==> src/inc/rcs_pkg.sv <==
package rcs_pkg;

    // clock and timing
    localparam int unsigned CLK_HZ        = 100_000_000;
    localparam int unsigned TICK_US       = 1000;
    localparam int unsigned TICK_CYCLES   = CLK_HZ / 1_000_000 * TICK_US;
    localparam int unsigned DEBOUNCE_MS   = 10;
    localparam int unsigned SBI_END_S     = 4;
    localparam logic [15:0] SBI_END_CS    = 16'(SBI_END_S * 100);

    // port sizes
    localparam int unsigned NUM_IN        = 7;
    localparam int unsigned NUM_OUT       = 4;
    localparam int unsigned NUM_BTN       = 8;

    // register byte offsets
    localparam logic [7:0] IN_CFG_BASE    = 8'h00;
    localparam logic [7:0] OUT_CFG_BASE   = 8'h20;
    localparam logic [7:0] STATUS_OFS     = 8'h30;
    localparam logic [7:0] CTRL_OFS       = 8'h34;

    // field layout and reset values
    localparam int unsigned CFG_W         = 5;
    localparam logic [4:0]  CFG_RESET     = 5'h00;
    localparam logic [0:0]  CTRL_RESET    = 1'h1;
    localparam logic [1:0]  RESP_OKAY     = 2'h0;
    localparam logic [1:0]  RESP_SLVERR   = 2'h2;

    // input command codes; the eight after IC_OFF are front panel buttons
    typedef enum logic [4:0] {
        IC_OFF = 5'h00, IC_BYPASS = 5'h01, IC_CONFIG = 5'h02,
        IC_WAIT_SAFE = 5'h03, IC_WAIT_EXIT = 5'h04, IC_REBUILD = 5'h05,
        IC_RAMP_ZERO = 5'h06, IC_SNEEZE = 5'h07, IC_DUMP = 5'h08,
        IC_LIVE = 5'h09, IC_STATIC = 5'h0A, IC_FULL = 5'h0B,
        IC_MUTE = 5'h0C, IC_SBI = 5'h0D, IC_RAMP_BYP = 5'h0E,
        IC_DUMP_REB = 5'h0F, IC_WE_REB = 5'h10, IC_RZ_REB = 5'h11
    } rcs_in_cmd_t;

    // output condition codes
    typedef enum logic [4:0] {
        OC_OFF = 5'h00, OC_ON = 5'h01, OC_BYPASS = 5'h02, OC_LIVE = 5'h03,
        OC_WAIT_SAFE = 5'h04, OC_FULL = 5'h05, OC_SAFE = 5'h06,
        OC_WAIT_EXIT = 5'h07, OC_RAMP_ZERO = 5'h08, OC_REB_MODE = 5'h09,
        OC_REBUILDING = 5'h0A, OC_MUTE = 5'h0B, OC_DUMP = 5'h0C,
        OC_UNLOCK = 5'h0D, OC_SBI = 5'h0E, OC_READY = 5'h0F,
        OC_ERROR = 5'h10, OC_ALL_OK = 5'h11
    } rcs_out_cond_t;

    // unit state reported by the main controller (same clock)
    typedef struct packed {
        logic        bypassed;
        logic        fixed_mode;
        logic        wait_safe_busy;
        logic        wait_exit_busy;
        logic        ramp_zero_busy;
        logic        rebuild_mode;
        logic        at_max;
        logic        sneeze_busy;
        logic        dump_busy;
        logic        digital_sel;
        logic        audio_locked;
        logic        run_time;
        logic        log_empty;
        logic [15:0] delay_cs;
        logic [15:0] full_cs;
        logic [15:0] safe_cs;
    } rcs_unit_t;

    // command pulses (mute is a level) towards the controller
    typedef struct packed {
        logic bypass_cmd;
        logic configure_cmd;
        logic wait_safe_cmd;
        logic wait_exit_cmd;
        logic rebuild_cmd;
        logic ramp_zero_cmd;
        logic sneeze_cmd;
        logic dump_cmd;
        logic decrement_cmd;
        logic increment_cmd;
        logic digit_sel_cmd;
        logic cancel_all_cmd;
        logic go_zero_cmd;
        logic static_cmd;
        logic full_delay_cmd;
        logic mute_level;
        logic audio_mute;
    } rcs_cmd_t;

endpackage

==> src/hdl/rcs_remote_port.sv <==
// The register offsets and the AXI4-Lite slave port are this design's own decisions.
`timescale 1ns/1ps
// Overview of operation
// - seven command inputs and four condition outputs, each configurable.
// - each input takes one command; default off means no action.
// - button-function input does that button's job; held button overrides.
// - fixed mode: rebuild lowers, ramp-zero raises, sneeze selects digit.
// - live cancels every command except dump into rebuild, whose rebuild still follows, and goes to zero delay.
// - static cancels current function, holds delay; ignored in fixed mode.
// - full delay enters static at full delay; ignored in fixed mode.
// - mute input mutes audio and reports mute mode while held.
// - station break mutes, buffers until 4 s, then starts ramp to zero.
// - ramp to bypass ramps to zero then goes straight to bypass.
// - dump into rebuild dumps then rebuilds, even at zero; not in fixed mode.
// - wait-exit/rebuild toggle: rebuild at zero delay, else wait and exit.
// - ramp-zero/rebuild toggle: rebuild at zero delay, else ramp to zero.
// - outputs open if inactive, grounded if active; off open, on grounded.
// - bypass output grounds when bypassed; live output in-line at zero delay.
// - wait-safe, wait-exit, ramp-zero outputs ground during that operation.
// - full output at full delay; safe output above safe time.
// - rebuild-mode output while rebuilding or at max, off in sneeze or mute.
// - rebuilding output only below max, off in sneeze or mute.
// - mute, dump, station break outputs ground while that operation runs.
// - unlock output when digital input selected without signal.
// - ready in run-time; error with non-empty log; all-ok needs both.
module rcs_remote_port #(
    parameter int unsigned TICK_CYC = rcs_pkg::TICK_CYCLES,
    parameter int unsigned DB_TICKS = rcs_pkg::DEBOUNCE_MS
) (
    input  wire logic                        aclk,
    input  wire logic                        aresetn,
    input  wire logic [31:0]                 s_axi_awaddr,
    input  wire logic                        s_axi_awvalid,
    output logic                             s_axi_awready,
    input  wire logic [31:0]                 s_axi_wdata,
    input  wire logic [3:0]                  s_axi_wstrb,
    input  wire logic                        s_axi_wvalid,
    output logic                             s_axi_wready,
    output logic [1:0]                       s_axi_bresp,
    output logic                             s_axi_bvalid,
    input  wire logic                        s_axi_bready,
    input  wire logic [31:0]                 s_axi_araddr,
    input  wire logic                        s_axi_arvalid,
    output logic                             s_axi_arready,
    output logic [31:0]                      s_axi_rdata,
    output logic [1:0]                       s_axi_rresp,
    output logic                             s_axi_rvalid,
    input  wire logic                        s_axi_rready,
    input  wire logic [rcs_pkg::NUM_IN-1:0]  remote_in,
    output logic [rcs_pkg::NUM_OUT-1:0]      remote_out_o,
    output logic [rcs_pkg::NUM_OUT-1:0]      remote_out_oe,
    input  wire logic [rcs_pkg::NUM_BTN-1:0] panel_held,
    input  wire rcs_pkg::rcs_unit_t          unit,
    output rcs_pkg::rcs_cmd_t                cmd
);
    import rcs_pkg::*;

    localparam int unsigned TW = $clog2(TICK_CYC + 1);
    localparam int unsigned DW = $clog2(DB_TICKS + 1);

    // ---------------- configuration storage ----------------
    logic [CFG_W-1:0]   in_cfg_reg  [NUM_IN];
    logic [CFG_W-1:0]   out_cfg_reg [NUM_OUT];
    logic               enable_reg;

    // ---------------- bus slave ----------------
    logic [7:0]         aw_addr_reg;
    logic               aw_hold_reg;
    logic [31:0]        w_data_reg;
    logic [3:0]         w_strb_reg;
    logic               w_hold_reg;

    wire aw_take = s_axi_awvalid && s_axi_awready;
    wire w_take  = s_axi_wvalid && s_axi_wready;
    wire do_wr   = aw_hold_reg && w_hold_reg && !s_axi_bvalid;
    wire b_done  = s_axi_bvalid && s_axi_bready;
    wire ar_take = s_axi_arvalid && s_axi_arready;
    wire r_done  = s_axi_rvalid && s_axi_rready;

    function automatic logic addr_hit(input logic [7:0] a,
                                      input logic [7:0] base,
                                      input int unsigned n);
        logic [7:0] top;
        top = 8'(base + 8'(n * 4));
        return (a[1:0] == 2'h0) && (a >= base) && (a < top);
    endfunction

    function automatic int unsigned word_idx(input logic [7:0] a,
                                             input logic [7:0] base);
        return int'(8'(a - base) >> 2);
    endfunction

    wire wr_in   = addr_hit(aw_addr_reg, IN_CFG_BASE, NUM_IN);
    wire wr_out  = addr_hit(aw_addr_reg, OUT_CFG_BASE, NUM_OUT);
    wire wr_ctrl = (aw_addr_reg == CTRL_OFS);
    wire wr_ok   = wr_in || wr_out || wr_ctrl;

    // a byte lane 0 strobe is enough: every field lives in the low byte
    wire wr_lane0 = w_strb_reg[0];

    always_ff @(posedge aclk) begin
        if (!aresetn) begin
            s_axi_awready <= 1'b1;
            s_axi_wready  <= 1'b1;
            s_axi_bvalid  <= 1'b0;
            s_axi_bresp   <= RESP_OKAY;
            aw_hold_reg   <= 1'b0;
            w_hold_reg    <= 1'b0;
            aw_addr_reg   <= 8'h00;
            w_data_reg    <= 32'h0000_0000;
            w_strb_reg    <= 4'h0;
        end else begin
            if (aw_take) begin
                aw_addr_reg   <= s_axi_awaddr[7:0];
                aw_hold_reg   <= 1'b1;
                s_axi_awready <= 1'b0;
            end
            if (w_take) begin
                w_data_reg   <= s_axi_wdata;
                w_strb_reg   <= s_axi_wstrb;
                w_hold_reg   <= 1'b1;
                s_axi_wready <= 1'b0;
            end
            if (do_wr) begin
                aw_hold_reg  <= 1'b0;
                w_hold_reg   <= 1'b0;
                s_axi_bvalid <= 1'b1;
                s_axi_bresp  <= wr_ok ? RESP_OKAY : RESP_SLVERR;
            end
            if (b_done) begin
                s_axi_bvalid  <= 1'b0;
                s_axi_awready <= 1'b1;
                s_axi_wready  <= 1'b1;
            end
        end
    end

    always_ff @(posedge aclk) begin
        if (!aresetn) begin
            for (int i = 0; i < NUM_IN; i++) in_cfg_reg[i] <= CFG_RESET;
            for (int i = 0; i < NUM_OUT; i++) out_cfg_reg[i] <= CFG_RESET;
            enable_reg <= CTRL_RESET[0];
        end else if (do_wr && wr_lane0) begin
            if (wr_in)
                in_cfg_reg[word_idx(aw_addr_reg, IN_CFG_BASE)] <=
                    w_data_reg[CFG_W-1:0];
            if (wr_out)
                out_cfg_reg[word_idx(aw_addr_reg, OUT_CFG_BASE)] <=
                    w_data_reg[CFG_W-1:0];
            if (wr_ctrl)
                enable_reg <= w_data_reg[0];
        end
    end

    // ---------------- input synchroniser and debounce ----------------
    logic [NUM_IN-1:0]  sync1_reg;
    logic [NUM_IN-1:0]  sync2_reg;
    logic [NUM_IN-1:0]  stable_reg;
    logic [NUM_IN-1:0]  rise_reg;
    logic [DW-1:0]      db_cnt_reg [NUM_IN];
    logic [TW-1:0]      tick_cnt_reg;
    logic               tick_reg;

    always_ff @(posedge aclk) begin
        if (!aresetn) begin
            sync1_reg    <= '0;
            sync2_reg    <= '0;
            tick_cnt_reg <= '0;
            tick_reg     <= 1'b0;
        end else begin
            sync1_reg <= remote_in;
            sync2_reg <= sync1_reg;
            tick_reg  <= (tick_cnt_reg == TW'(TICK_CYC - 1));
            tick_cnt_reg <= (tick_cnt_reg == TW'(TICK_CYC - 1)) ? '0
                          : TW'(tick_cnt_reg + 1'b1);
        end
    end

    // a level must differ from the stable one on DB_TICKS successive tick pulses;
    // contact bounce shorter than that never reaches the command logic
    always_ff @(posedge aclk) begin
        if (!aresetn) begin
            stable_reg <= '0;
            rise_reg   <= '0;
            for (int i = 0; i < NUM_IN; i++) db_cnt_reg[i] <= '0;
        end else begin
            rise_reg <= '0;
            for (int i = 0; i < NUM_IN; i++) begin
                if (sync2_reg[i] == stable_reg[i]) begin
                    db_cnt_reg[i] <= '0;
                end else if (tick_reg) begin
                    if (db_cnt_reg[i] == DW'(DB_TICKS - 1)) begin
                        stable_reg[i] <= sync2_reg[i];
                        rise_reg[i]   <= sync2_reg[i];
                        db_cnt_reg[i] <= '0;
                    end else begin
                        db_cnt_reg[i] <= DW'(db_cnt_reg[i] + 1'b1);
                    end
                end
            end
        end
    end

    // ---------------- command decode ----------------
    function automatic logic fires(input logic [NUM_IN-1:0] ev,
                                   input logic [4:0] code);
        logic hit;
        hit = 1'b0;
        for (int i = 0; i < NUM_IN; i++)
            hit = hit | (ev[i] && in_cfg_reg[i] == code);
        return hit;
    endfunction

    // a held panel button wins over the same remote function
    function automatic logic btn(input rcs_in_cmd_t code);
        return fires(rise_reg, code) && !panel_held[int'(code) - 1];
    endfunction

    wire fixed      = unit.fixed_mode;
    wire at_zero    = (unit.delay_cs == 16'h0000);
    wire go         = enable_reg;

    wire t_bypass   = go && btn(IC_BYPASS);
    wire t_config   = go && btn(IC_CONFIG);
    wire t_wsafe    = go && btn(IC_WAIT_SAFE);
    wire t_wexit    = go && btn(IC_WAIT_EXIT);
    wire t_rebuild  = go && btn(IC_REBUILD);
    wire t_rzero    = go && btn(IC_RAMP_ZERO);
    wire t_sneeze   = go && btn(IC_SNEEZE);
    wire t_dump     = go && btn(IC_DUMP);
    wire t_live     = go && fires(rise_reg, IC_LIVE);
    wire t_static   = go && fires(rise_reg, IC_STATIC) && !fixed;
    wire t_full     = go && fires(rise_reg, IC_FULL) && !fixed;
    wire t_sbi      = go && fires(rise_reg, IC_SBI);
    wire t_rbyp     = go && fires(rise_reg, IC_RAMP_BYP);
    wire t_dreb     = go && fires(rise_reg, IC_DUMP_REB) && !fixed;
    wire t_wereb    = go && fires(rise_reg, IC_WE_REB);
    wire t_rzreb    = go && fires(rise_reg, IC_RZ_REB);
    wire mute_lvl   = go && fires(stable_reg, IC_MUTE);

    // ---------------- sequenced commands ----------------
    logic sbi_reg;
    logic rbyp_reg;
    logic dreb_reg;

    wire sbi_end  = sbi_reg && (unit.delay_cs >= SBI_END_CS);
    wire rbyp_end = rbyp_reg && at_zero && !unit.bypassed;

    always_ff @(posedge aclk) begin
        if (!aresetn) begin
            sbi_reg  <= 1'b0;
            rbyp_reg <= 1'b0;
            dreb_reg <= 1'b0;
        end else begin
            // live cancels the station break and ramp-to-bypass sequences, not dump into rebuild
            if (t_live) begin
                sbi_reg  <= 1'b0;
                rbyp_reg <= 1'b0;
            end else begin
                if (t_sbi)
                    sbi_reg <= 1'b1;
                else if (sbi_end || t_static || t_full)
                    sbi_reg <= 1'b0;
                if (t_rbyp)
                    rbyp_reg <= 1'b1;
                else if (rbyp_end || t_static || t_full)
                    rbyp_reg <= 1'b0;
            end
            dreb_reg <= t_dreb;
        end
    end

    // ---------------- command outputs ----------------
    rcs_cmd_t cmd_next;

    always_comb begin
        cmd_next = '0;
        cmd_next.bypass_cmd     = t_bypass || rbyp_end;
        cmd_next.configure_cmd  = t_config;
        cmd_next.wait_safe_cmd  = t_wsafe;
        cmd_next.wait_exit_cmd  = t_wexit || (t_wereb && !at_zero);
        cmd_next.rebuild_cmd    = (t_rebuild && !fixed) || dreb_reg
                                || ((t_wereb || t_rzreb) && at_zero);
        cmd_next.ramp_zero_cmd  = (t_rzero && !fixed) || sbi_end
                                || (t_rbyp && !at_zero)
                                || (t_rzreb && !at_zero);
        cmd_next.sneeze_cmd     = t_sneeze && !fixed;
        cmd_next.dump_cmd       = t_dump || t_dreb;
        cmd_next.decrement_cmd  = t_rebuild && fixed;
        cmd_next.increment_cmd  = t_rzero && fixed;
        cmd_next.digit_sel_cmd  = t_sneeze && fixed;
        cmd_next.cancel_all_cmd = t_live;
        cmd_next.go_zero_cmd    = t_live;
        cmd_next.static_cmd     = t_static || t_full;
        cmd_next.full_delay_cmd = t_full;
        cmd_next.mute_level     = mute_lvl;
        cmd_next.audio_mute     = mute_lvl || sbi_reg;
    end

    always_ff @(posedge aclk) begin
        if (!aresetn)
            cmd <= '0;
        else
            cmd <= cmd_next;
    end

    // ---------------- condition outputs ----------------
    // mute mode replaces the operation reports while the mute level is held; bypass, live, full and safe still report
    wire mm        = mute_lvl;
    wire inline_u  = !unit.bypassed;
    wire reb_quiet = mm || unit.sneeze_busy;
    wire rdy       = unit.run_time;

    function automatic logic cond(input logic [4:0] code);
        logic c;
        c = 1'b0;
        unique case (code)
            OC_ON:         c = 1'b1;
            OC_BYPASS:     c = unit.bypassed;
            OC_LIVE:       c = inline_u && at_zero;
            OC_WAIT_SAFE:  c = unit.wait_safe_busy && !mm;
            OC_WAIT_EXIT:  c = unit.wait_exit_busy && !mm;
            OC_RAMP_ZERO:  c = (unit.ramp_zero_busy || rbyp_reg) && !mm;
            OC_FULL:       c = unit.delay_cs >= unit.full_cs;
            OC_SAFE:       c = unit.delay_cs > unit.safe_cs;
            OC_REB_MODE:   c = unit.rebuild_mode && !reb_quiet;
            OC_REBUILDING: c = unit.rebuild_mode && !unit.at_max
                               && !reb_quiet;
            OC_MUTE:       c = mm;
            OC_DUMP:       c = unit.dump_busy && !mm;
            OC_SBI:        c = sbi_reg && !mm;
            OC_UNLOCK:     c = unit.digital_sel && !unit.audio_locked;
            OC_READY:      c = rdy && go;
            OC_ERROR:      c = !unit.log_empty;
            OC_ALL_OK:     c = rdy && go && unit.log_empty;
            default:       c = 1'b0;
        endcase
        return c;
    endfunction

    logic [NUM_OUT-1:0] oe_next;

    always_comb begin
        for (int i = 0; i < NUM_OUT; i++) oe_next[i] = cond(out_cfg_reg[i]);
    end

    // open collector: the pin is only ever pulled low, never driven high
    always_ff @(posedge aclk) begin
        if (!aresetn) begin
            remote_out_oe <= '0;
            remote_out_o  <= '0;
        end else begin
            remote_out_oe <= oe_next;
            remote_out_o  <= '0;
        end
    end

    // ---------------- read path ----------------
    wire [7:0] ra     = s_axi_araddr[7:0];
    wire       rd_in  = addr_hit(ra, IN_CFG_BASE, NUM_IN);
    wire       rd_out = addr_hit(ra, OUT_CFG_BASE, NUM_OUT);
    wire       rd_st  = (ra == STATUS_OFS);
    wire       rd_ctl = (ra == CTRL_OFS);
    wire       rd_ok  = rd_in || rd_out || rd_st || rd_ctl;

    logic [31:0] rd_word;

    always_comb begin
        rd_word = 32'h0000_0000;
        if (rd_in)
            rd_word[CFG_W-1:0] = in_cfg_reg[word_idx(ra, IN_CFG_BASE)];
        else if (rd_out)
            rd_word[CFG_W-1:0] = out_cfg_reg[word_idx(ra, OUT_CFG_BASE)];
        else if (rd_st)
            rd_word[18:0] = {dreb_reg, rbyp_reg, sbi_reg, mute_lvl,
                             remote_out_oe, 1'b0, stable_reg, 1'b0,
                             sync2_reg[NUM_IN-1:NUM_IN-1], 1'b0};
        else if (rd_ctl)
            rd_word[0] = enable_reg;
    end

    always_ff @(posedge aclk) begin
        if (!aresetn) begin
            s_axi_arready <= 1'b1;
            s_axi_rvalid  <= 1'b0;
            s_axi_rdata   <= 32'h0000_0000;
            s_axi_rresp   <= RESP_OKAY;
        end else begin
            if (ar_take) begin
                s_axi_arready <= 1'b0;
                s_axi_rvalid  <= 1'b1;
                s_axi_rdata   <= rd_word;
                s_axi_rresp   <= rd_ok ? RESP_OKAY : RESP_SLVERR;
            end
            if (r_done) begin
                s_axi_rvalid  <= 1'b0;
                s_axi_arready <= 1'b1;
            end
        end
    end

endmodule

==> config.mk <==
export PLATFORM = sky130hd
export DESIGN_NAME = rcs_remote_port
export DESIGN_NICKNAME = d
export VERILOG_FILES = /design/src/inc/rcs_pkg.sv /design/src/hdl/rcs_remote_port.sv
export SDC_FILE = /design/constraint.sdc
export NUM_CORES = 1
export LEC_CHECK = 0
export BUFFER_PORTS_ARGS = -buffer_cell sky130_fd_sc_hd__buf_2
export CORE_ASPECT_RATIO = 2
export CORE_UTILIZATION = 40
export DETAILED_ROUTE_END_ITERATION = 7
export GPL_TIMING_DRIVEN = 0
export PLACE_DENSITY = 0.71
export SLEW_MARGIN = 20
export SYNTH_ARGS = -nofsm -noshare
export SYNTH_HDL_FRONTEND = slang
export SYNTH_SLANG_ARGS = --single-unit
==> constraint.sdc <==
create_clock -name aclk -period 4.1 [get_ports aclk]
set_input_delay 0.41 -clock aclk [delete_from_list [all_inputs] [get_ports aclk]]
set_output_delay 0.41 -clock aclk [all_outputs]
set_load 0.02 [all_outputs]
# ---- Word level (Yosys, flattened, before mapping)
# Memory sizes are Yosys's and may differ from the RTL's.
# Index checks and enable logic that the tools add are counted.
# Widths: inputs -> output; s select.
dict set report op_classes {
  add_sub_neg 10
  order_cmp 11
  eq_ne 205
  muxes 144
  bitwise 139
  reduce_logical 254
}
# op n
set op_table {}
lappend op_table {{$eq 5x4->1 const B} 88}
lappend op_table {{$eq 5x3->1 const B} 44}
lappend op_table {{$logic_and 1x1->1} 188}
lappend op_table {{$or 1x1->1} 123}
lappend op_table {{$eq 5x2->1 const B} 22}
lappend op_table {{$eq 5x5->1 const B} 22}
lappend op_table {{$mux 1} 108}
lappend op_table {{$mux 4} 21}
lappend op_table {{$pmux 1 s17} 4}
lappend op_table {{$eq 5x1->1 const B} 11}
lappend op_table {{$add 4x1->4 const B} 7}
lappend op_table {{$eq 4x4->1 const B} 7}
lappend op_table {{$mux 14} 2}
lappend op_table {{$reduce_or 4->1} 7}
lappend op_table {{$eq 8x6->1 const B} 3}
lappend op_table {{$logic_or 1x1->1} 22}
lappend op_table {{$reduce_and 3->1} 7}
lappend op_table {{$mux 5} 4}
lappend op_table {{$mux 18} 1}
lappend op_table {{$add 17x1->17 const B} 1}
lappend op_table {{$eq 17x17->1 const B} 1}
lappend op_table {{$logic_not 1->1} 17}
lappend op_table {{$ge 16x16->1} 1}
lappend op_table {{$ge 16x9->1 const B} 1}
lappend op_table {{16 further kinds} 51}
dict set report word_totals {
  reg_bits 114
  mem_bits_rw 83
  inputBits 183
  out_inout_bits 66
  elab_cells 818
  memories 3
}
# memory words word_bits rd rd_ports_with_merged_regs write_ports line
set memory_table {}
lappend memory_table {in_cfg_reg 7 5 8 0 7 rcs_remote_port.sv:62} ;# logic [CFG_W-1:0] in_cfg_reg [NUM_IN];
lappend memory_table {db_cnt_reg 7 4 7 0 7 rcs_remote_port.sv:160} ;# logic [DW-1:0] db_cnt_reg [NUM_IN];
lappend memory_table {out_cfg_reg 4 5 5 0 4 rcs_remote_port.sv:63} ;# logic [CFG_W-1:0] out_cfg_reg [NUM_OUT];

# ---- Longest topological paths before layout
# An unclocked memory read counts as a cell.
dict set report depth {
  depth_word 15
  ltp_mapped 9
  depth_no_buf 9
}

# ---- Worst setup path before layout
# OpenSTA, ideal clock, no wires.
dict set report synth_path {
  path_type {input-to-reg}
  from {input port unit[21] (netlist name)}
  to {register remote_out_oe[1] (netlist name)}
  setup_time_ps 120
  arrival_ps 2184
  required_ps 3980
  slack_ps 1796
  path_stages 9
  n_path_buf 0
  path_cell_list {inv_1 -> ha_1 -> a2111o_1 -> a31oi_1 -> o21ai_0 -> a211oi_1 -> o22ai_1 -> nor4bb_1 -> o31a_1}
}
dict set report synth_via {
  elab_chain_cells 2
}
# element line
set synth_lines {}
lappend synth_lines {{start: declaration} rcs_remote_port.sv:53} ;# input wire rcs_pkg::rcs_unit_t unit,
lappend synth_lines {{$ge 16x16->1} rcs_remote_port.sv:324} ;# OC_FULL: c = unit.delay_cs >= unit.full_cs;
lappend synth_lines {{$pmux 1 s17} rcs_remote_port.sv:317} ;# unique case (code)
lappend synth_lines {{end signal: assignment} rcs_remote_port.sv:353} ;# remote_out_oe <= oe_next;
lappend synth_lines {{end: declaration} rcs_remote_port.sv:51} ;# output logic [rcs_pkg::NUM_OUT-1:0] remote_out_oe,
# No other way between the ends.
# A chain may end at the register's enable or synchronous reset.

==> metrics.txt <==
# TYPE chip_impl_metric gauge
chip_impl_info{name="outcome",value="completed"} 1
chip_impl_metric{name="place_hpwl",unit="mm"} 30.5
chip_impl_metric{name="crit_path_max_fanout",unit=""} 7
chip_impl_metric{name="finalInstanceArea",unit="um2"} 13200
chip_impl_info{name="rsz_0062_raised_after_global_routing",value="no"} 1
chip_impl_metric{name="number_of_violations_reported_at_the_end_of_detailed_routing_iteration_0",unit=""} 682
chip_impl_metric{name="post-route-util",unit="%"} 47.7
chip_impl_metric{name="timing.max_cap.violations",unit=""} 0
chip_impl_metric{name="initial_utilization",unit="%"} 40.9
chip_impl_metric{name="synth_cell_types",unit=""} 84
chip_impl_metric{name="cell_depth_of_the_worst_min_delay_path",unit=""} 2
chip_impl_metric{name="die_width",unit="um"} 121
chip_impl_metric{name="setup_violation_total_in_the_final_timing_report",unit=""} 0
chip_impl_metric{name="global_route.usage.total",unit="%"} 27.0
chip_impl_metric{name="cts-hold-fix-buffers",unit=""} 0
chip_impl_metric{name="dieArea",unit="um2"} 29000
chip_impl_metric{name="syn_area",unit="um2"} 11300
chip_impl_metric{name="vias_per_cell",unit=""} 5.66
chip_impl_metric{name="postPlaceCellArea",unit="um2"} 12600
chip_impl_metric{name="internal_power",unit="W"} 0.00323
chip_impl_metric{name="synthArstFlopShare",unit="%"} 0
chip_impl_metric{name="ys_seq_elements",unit=""} 199
chip_impl_metric{name="die_height",unit="um"} 240
chip_impl_metric{name="insertion_delay",unit="ns"} 0.46
chip_impl_metric{name="grt_antenna_before_repair",unit=""} 0
chip_impl_metric{name="cts.reportedPaths.clkPinSlew",unit="ns"} 0.07
chip_impl_metric{name="fillers",unit=""} 2667
chip_impl_metric{name="synth-edff-count",unit=""} 83
chip_impl_metric{name="post-place-cells",unit=""} 1757
chip_impl_metric{name="multi_input_area",unit="um2"} 5850
chip_impl_info{name="critical_path.slowest_cell",value="sky130_fd_sc_hd__o21ai_0"} 1
chip_impl_metric{name="post-cts-setup-buffers",unit=""} 0
chip_impl_metric{name="io_pins",unit=""} 249
chip_impl_metric{name="timing.critical_path.arrival",unit="ns"} 2.88
chip_impl_info{name="ys.flop_type",value="sky130_fd_sc_hd__dfxtp_1"} 1
chip_impl_metric{name="fp.coreArea",unit="um2"} 27700
chip_impl_metric{name="power_leakage",unit="nW"} 5.36
chip_impl_metric{name="required",unit="ns"} 4.19
chip_impl_metric{name="num_rows",unit=""} 86
chip_impl_metric{name="seqCellArea",unit="um2"} 4810
chip_impl_metric{name="largest_reg_flops",unit=""} 40
chip_impl_metric{name="globalRouteOverflowTotal",unit=""} 0
chip_impl_metric{name="slowest_delay",unit="ns"} 0.78
chip_impl_metric{name="power_frac_comb",unit="%"} 10.7
chip_impl_metric{name="tritoncts_num_sinks",unit=""} 199
chip_impl_metric{name="ctsLongestPathBuffers",unit=""} 2
chip_impl_metric{name="ctsHtreeMaxLevel",unit=""} 4
chip_impl_metric{name="synth_sequential_area_ratio",unit="%"} 42.5
chip_impl_metric{name="finClkSkew",unit="ns"} 0.00815
chip_impl_metric{name="tns",unit="ns"} 0
chip_impl_metric{name="fmaxAchievable",unit="GHz"} 0.359
chip_impl_metric{name="inserted_clock_buffers",unit=""} 17
chip_impl_metric{name="post_cts_sizing",unit=""} 0
chip_impl_metric{name="count_of_antenna_violating_nets_left_after_detailed_routing",unit=""} 0
chip_impl_metric{name="routedWlPerCell",unit="um"} 21.5
chip_impl_metric{name="clkPwrFrac",unit="%"} 39.8
chip_impl_metric{name="synth.yosys.warnings",unit=""} 0
chip_impl_metric{name="final_wirelength",unit="mm"} 38.5
chip_impl_metric{name="min_period_over_period",unit="%"} 68.0
chip_impl_metric{name="syn_inst",unit=""} 1237
chip_impl_metric{name="routed-via-count",unit=""} 10100
chip_impl_metric{name="sequential_share_of_power",unit="%"} 49.4
chip_impl_metric{name="dr.pass1.iters",unit=""} 5
chip_impl_info{name="hold_class",value="input port to flop"} 1
chip_impl_metric{name="whs",unit="ns"} 0.115
chip_impl_metric{name="io_buffer_count",unit=""} 144
chip_impl_metric{name="power_density",unit="nW/um2"} 333
chip_impl_metric{name="design.final.nets",unit=""} 1654
chip_impl_metric{name="fin_cells",unit=""} 1790
chip_impl_metric{name="first_global_vias",unit=""} 9939
chip_impl_metric{name="area_growth_syn_to_layout",unit="%"} 16.4
chip_impl_info{name="setup.worst_path.class",value="flop to flop"} 1
chip_impl_metric{name="final_max_slew_violation_count",unit=""} 0
chip_impl_info{name="tritoncts",value="built"} 1
chip_impl_metric{name="ir_worst_vdd",unit="mV"} 0.277
chip_impl_metric{name="final_hold_viol_count",unit=""} 0
chip_impl_metric{name="net-switching-power",unit="W"} 0.00116
chip_impl_info{name="critPathLaunchType",value="flop"} 1
chip_impl_info{name="end_kind",value="flop"} 1
chip_impl_metric{name="gp_congestion",unit=""} 0.978
chip_impl_metric{name="timing.reg2reg.worst_path_depth",unit=""} 6
chip_impl_metric{name="period_needed",unit="ns"} 2.79
chip_impl_metric{name="drc",unit=""} 0
chip_impl_metric{name="drive_gt1_share",unit="%"} 16.8
chip_impl_metric{name="grt_first_pass_wirelength",unit="mm"} 56.7
chip_impl_metric{name="grt_max_degree",unit=""} 19
chip_impl_info{name="clockRootBuffer",value="sky130_fd_sc_hd__clkbuf_16"} 1
chip_impl_info{name="cell_breakdown_of_the_critical_path",value="nor4_1 > and2_1 > and3_1 > o211a_1 > nand2_1 > o21ai_0"} 1
chip_impl_metric{name="power.share.switching",unit="%"} 26.5
chip_impl_metric{name="synthesis.area_per_instance",unit="um2"} 9.15
chip_impl_metric{name="timing_worst_slew_pin_value",unit="ns"} 1.03
chip_impl_metric{name="max_slew_margin",unit="%"} 31.6
## cell usage after synthesis (7+ instances only)
library cell / instances / area, um2
sky130_fd_sc_hd__nor4b_1: 10 / 87.6
sky130_fd_sc_hd__nor2_1: 167 / 627
sky130_fd_sc_hd__inv_1: 75 / 282
sky130_fd_sc_hd__a21o_1: 7 / 52.6
sky130_fd_sc_hd__buf_4: 23 / 173
sky130_fd_sc_hd__a211oi_1: 11 / 82.6
sky130_fd_sc_hd__nor3_1: 36 / 180
sky130_fd_sc_hd__dfxtp_1: 116 / 2320
sky130_fd_sc_hd__o22ai_1: 30 / 188
sky130_fd_sc_hd__nand3_1: 62 / 310
sky130_fd_sc_hd__a22oi_1: 14 / 105
sky130_fd_sc_hd__a21oi_1: 56 / 280
sky130_fd_sc_hd__ha_1: 47 / 588
sky130_fd_sc_hd__clkbuf_1: 42 / 158
sky130_fd_sc_hd__nand4_1: 21 / 131
sky130_fd_sc_hd__edfxtp_1: 83 / 2490
sky130_fd_sc_hd__nor2b_1: 10 / 62.6
sky130_fd_sc_hd__nand3b_1: 18 / 135
sky130_fd_sc_hd__mux2i_1: 14 / 140
sky130_fd_sc_hd__mux4_2: 14 / 315
sky130_fd_sc_hd__xnor2_1: 13 / 114
sky130_fd_sc_hd__nand2_1: 77 / 289
sky130_fd_sc_hd__nor4_1: 22 / 138
sky130_fd_sc_hd__a31oi_1: 12 / 75.1
sky130_fd_sc_hd__xor2_1: 23 / 201
sky130_fd_sc_hd__o21ai_0: 31 / 155
sky130_fd_sc_hd__and2_1: 51 / 319
sky130_fd_sc_hd__nand2b_1: 22 / 138
sky130_fd_sc_hd__nand4b_1: 15 / 131
## placed cells by master (no fill, tap or decap), drive strengths merged, types with 10 or more instances in the layout
cell    instances
inv            82
a21oi          57
clkbuf         65
nor4b          10
nand3          62
o21ai          32
nor2b          10
nor4           22
mux2i          14
o22ai          31
a22oi          14
xor2           23
xnor2          13
buf           174
conb           25
nand4b         15
a31oi          12
ha             47
nand4          21
a211oi         11
nor2          169
and2           52
mux4           15
nand2b         22
nor3           36
nand2          78
dfxtp         116
nand3b         18
edfxtp         83
## final timing paths
kind / from / endpoint / slack, ns
worst max register to register: aw_addr_reg[7] / in_cfg_reg[2][4] / 1.31
worst min register to register: sync1_reg[4] / sync2_reg[4] / 0.44
worst max-delay path: aw_addr_reg[7] / in_cfg_reg[2][4] / 1.31
worst min-delay path: panel_held[2] / cmd[14] / 0.12
## cell families after synthesis
kind of cell,share of synthesized area [%]
mux,4.45
flops,42.5
buf+inv,6.61
other cells,0.0331
simple gates,26.4
fa+ha+maj,5.20
xor+xnor,2.79
compound gates,12.0
## per-layer routing
metal  global-route usage, %  routed length, um  share of wire (%)
met5                       0                  0                  0
met4                    22.1               3240                8.4
met3                    4.55               1930                5.0
met2                    50.9              20700                 54
met1                    24.8              12700                 33
## critical path, delay by kind of cell (launching register included)
kind	cells	cell delay, ns
compound gates	2	1.10
simple gates	4	1.01
flops	1	0.31
## through the flow
stage	setup slack (ns)	total power, W
final	1.31	0.00439
after global routing	1.25	0.00453
after CTS	1.32	0.00442
after detailed placement	1.14	0.00268
after global placement	1.15	0.00267
after floorplan	1.80	0.00248
## layout make-up
type / count / area share (%)
Clock buffer: 18 / 3.33
Inverter: 76 / 2.16
Multi-Input combinational cell: 909 / 44.4
Timing Repair Buffer: 144 / 5.47
Antenna cell: 1 / 0.0190
Sequential cell: 199 / 36.5
Tap cell: 352 / 3.34
Clock inverter: 14 / 1.27
Buffer: 77 / 3.51
## power groups by stage
stage	Clock, W	Combinational [W]	Sequential (W)
global placement	0	0.000459	0.00221
finish	0.00175	0.000472	0.00217
floorplan	0	0.000281	0.00220
detailed placement	0	0.000468	0.00221
global route	0.00184	0.000512	0.00218
CTS	0.00178	0.000470	0.00217
Power figures use the tool's default switching activity.
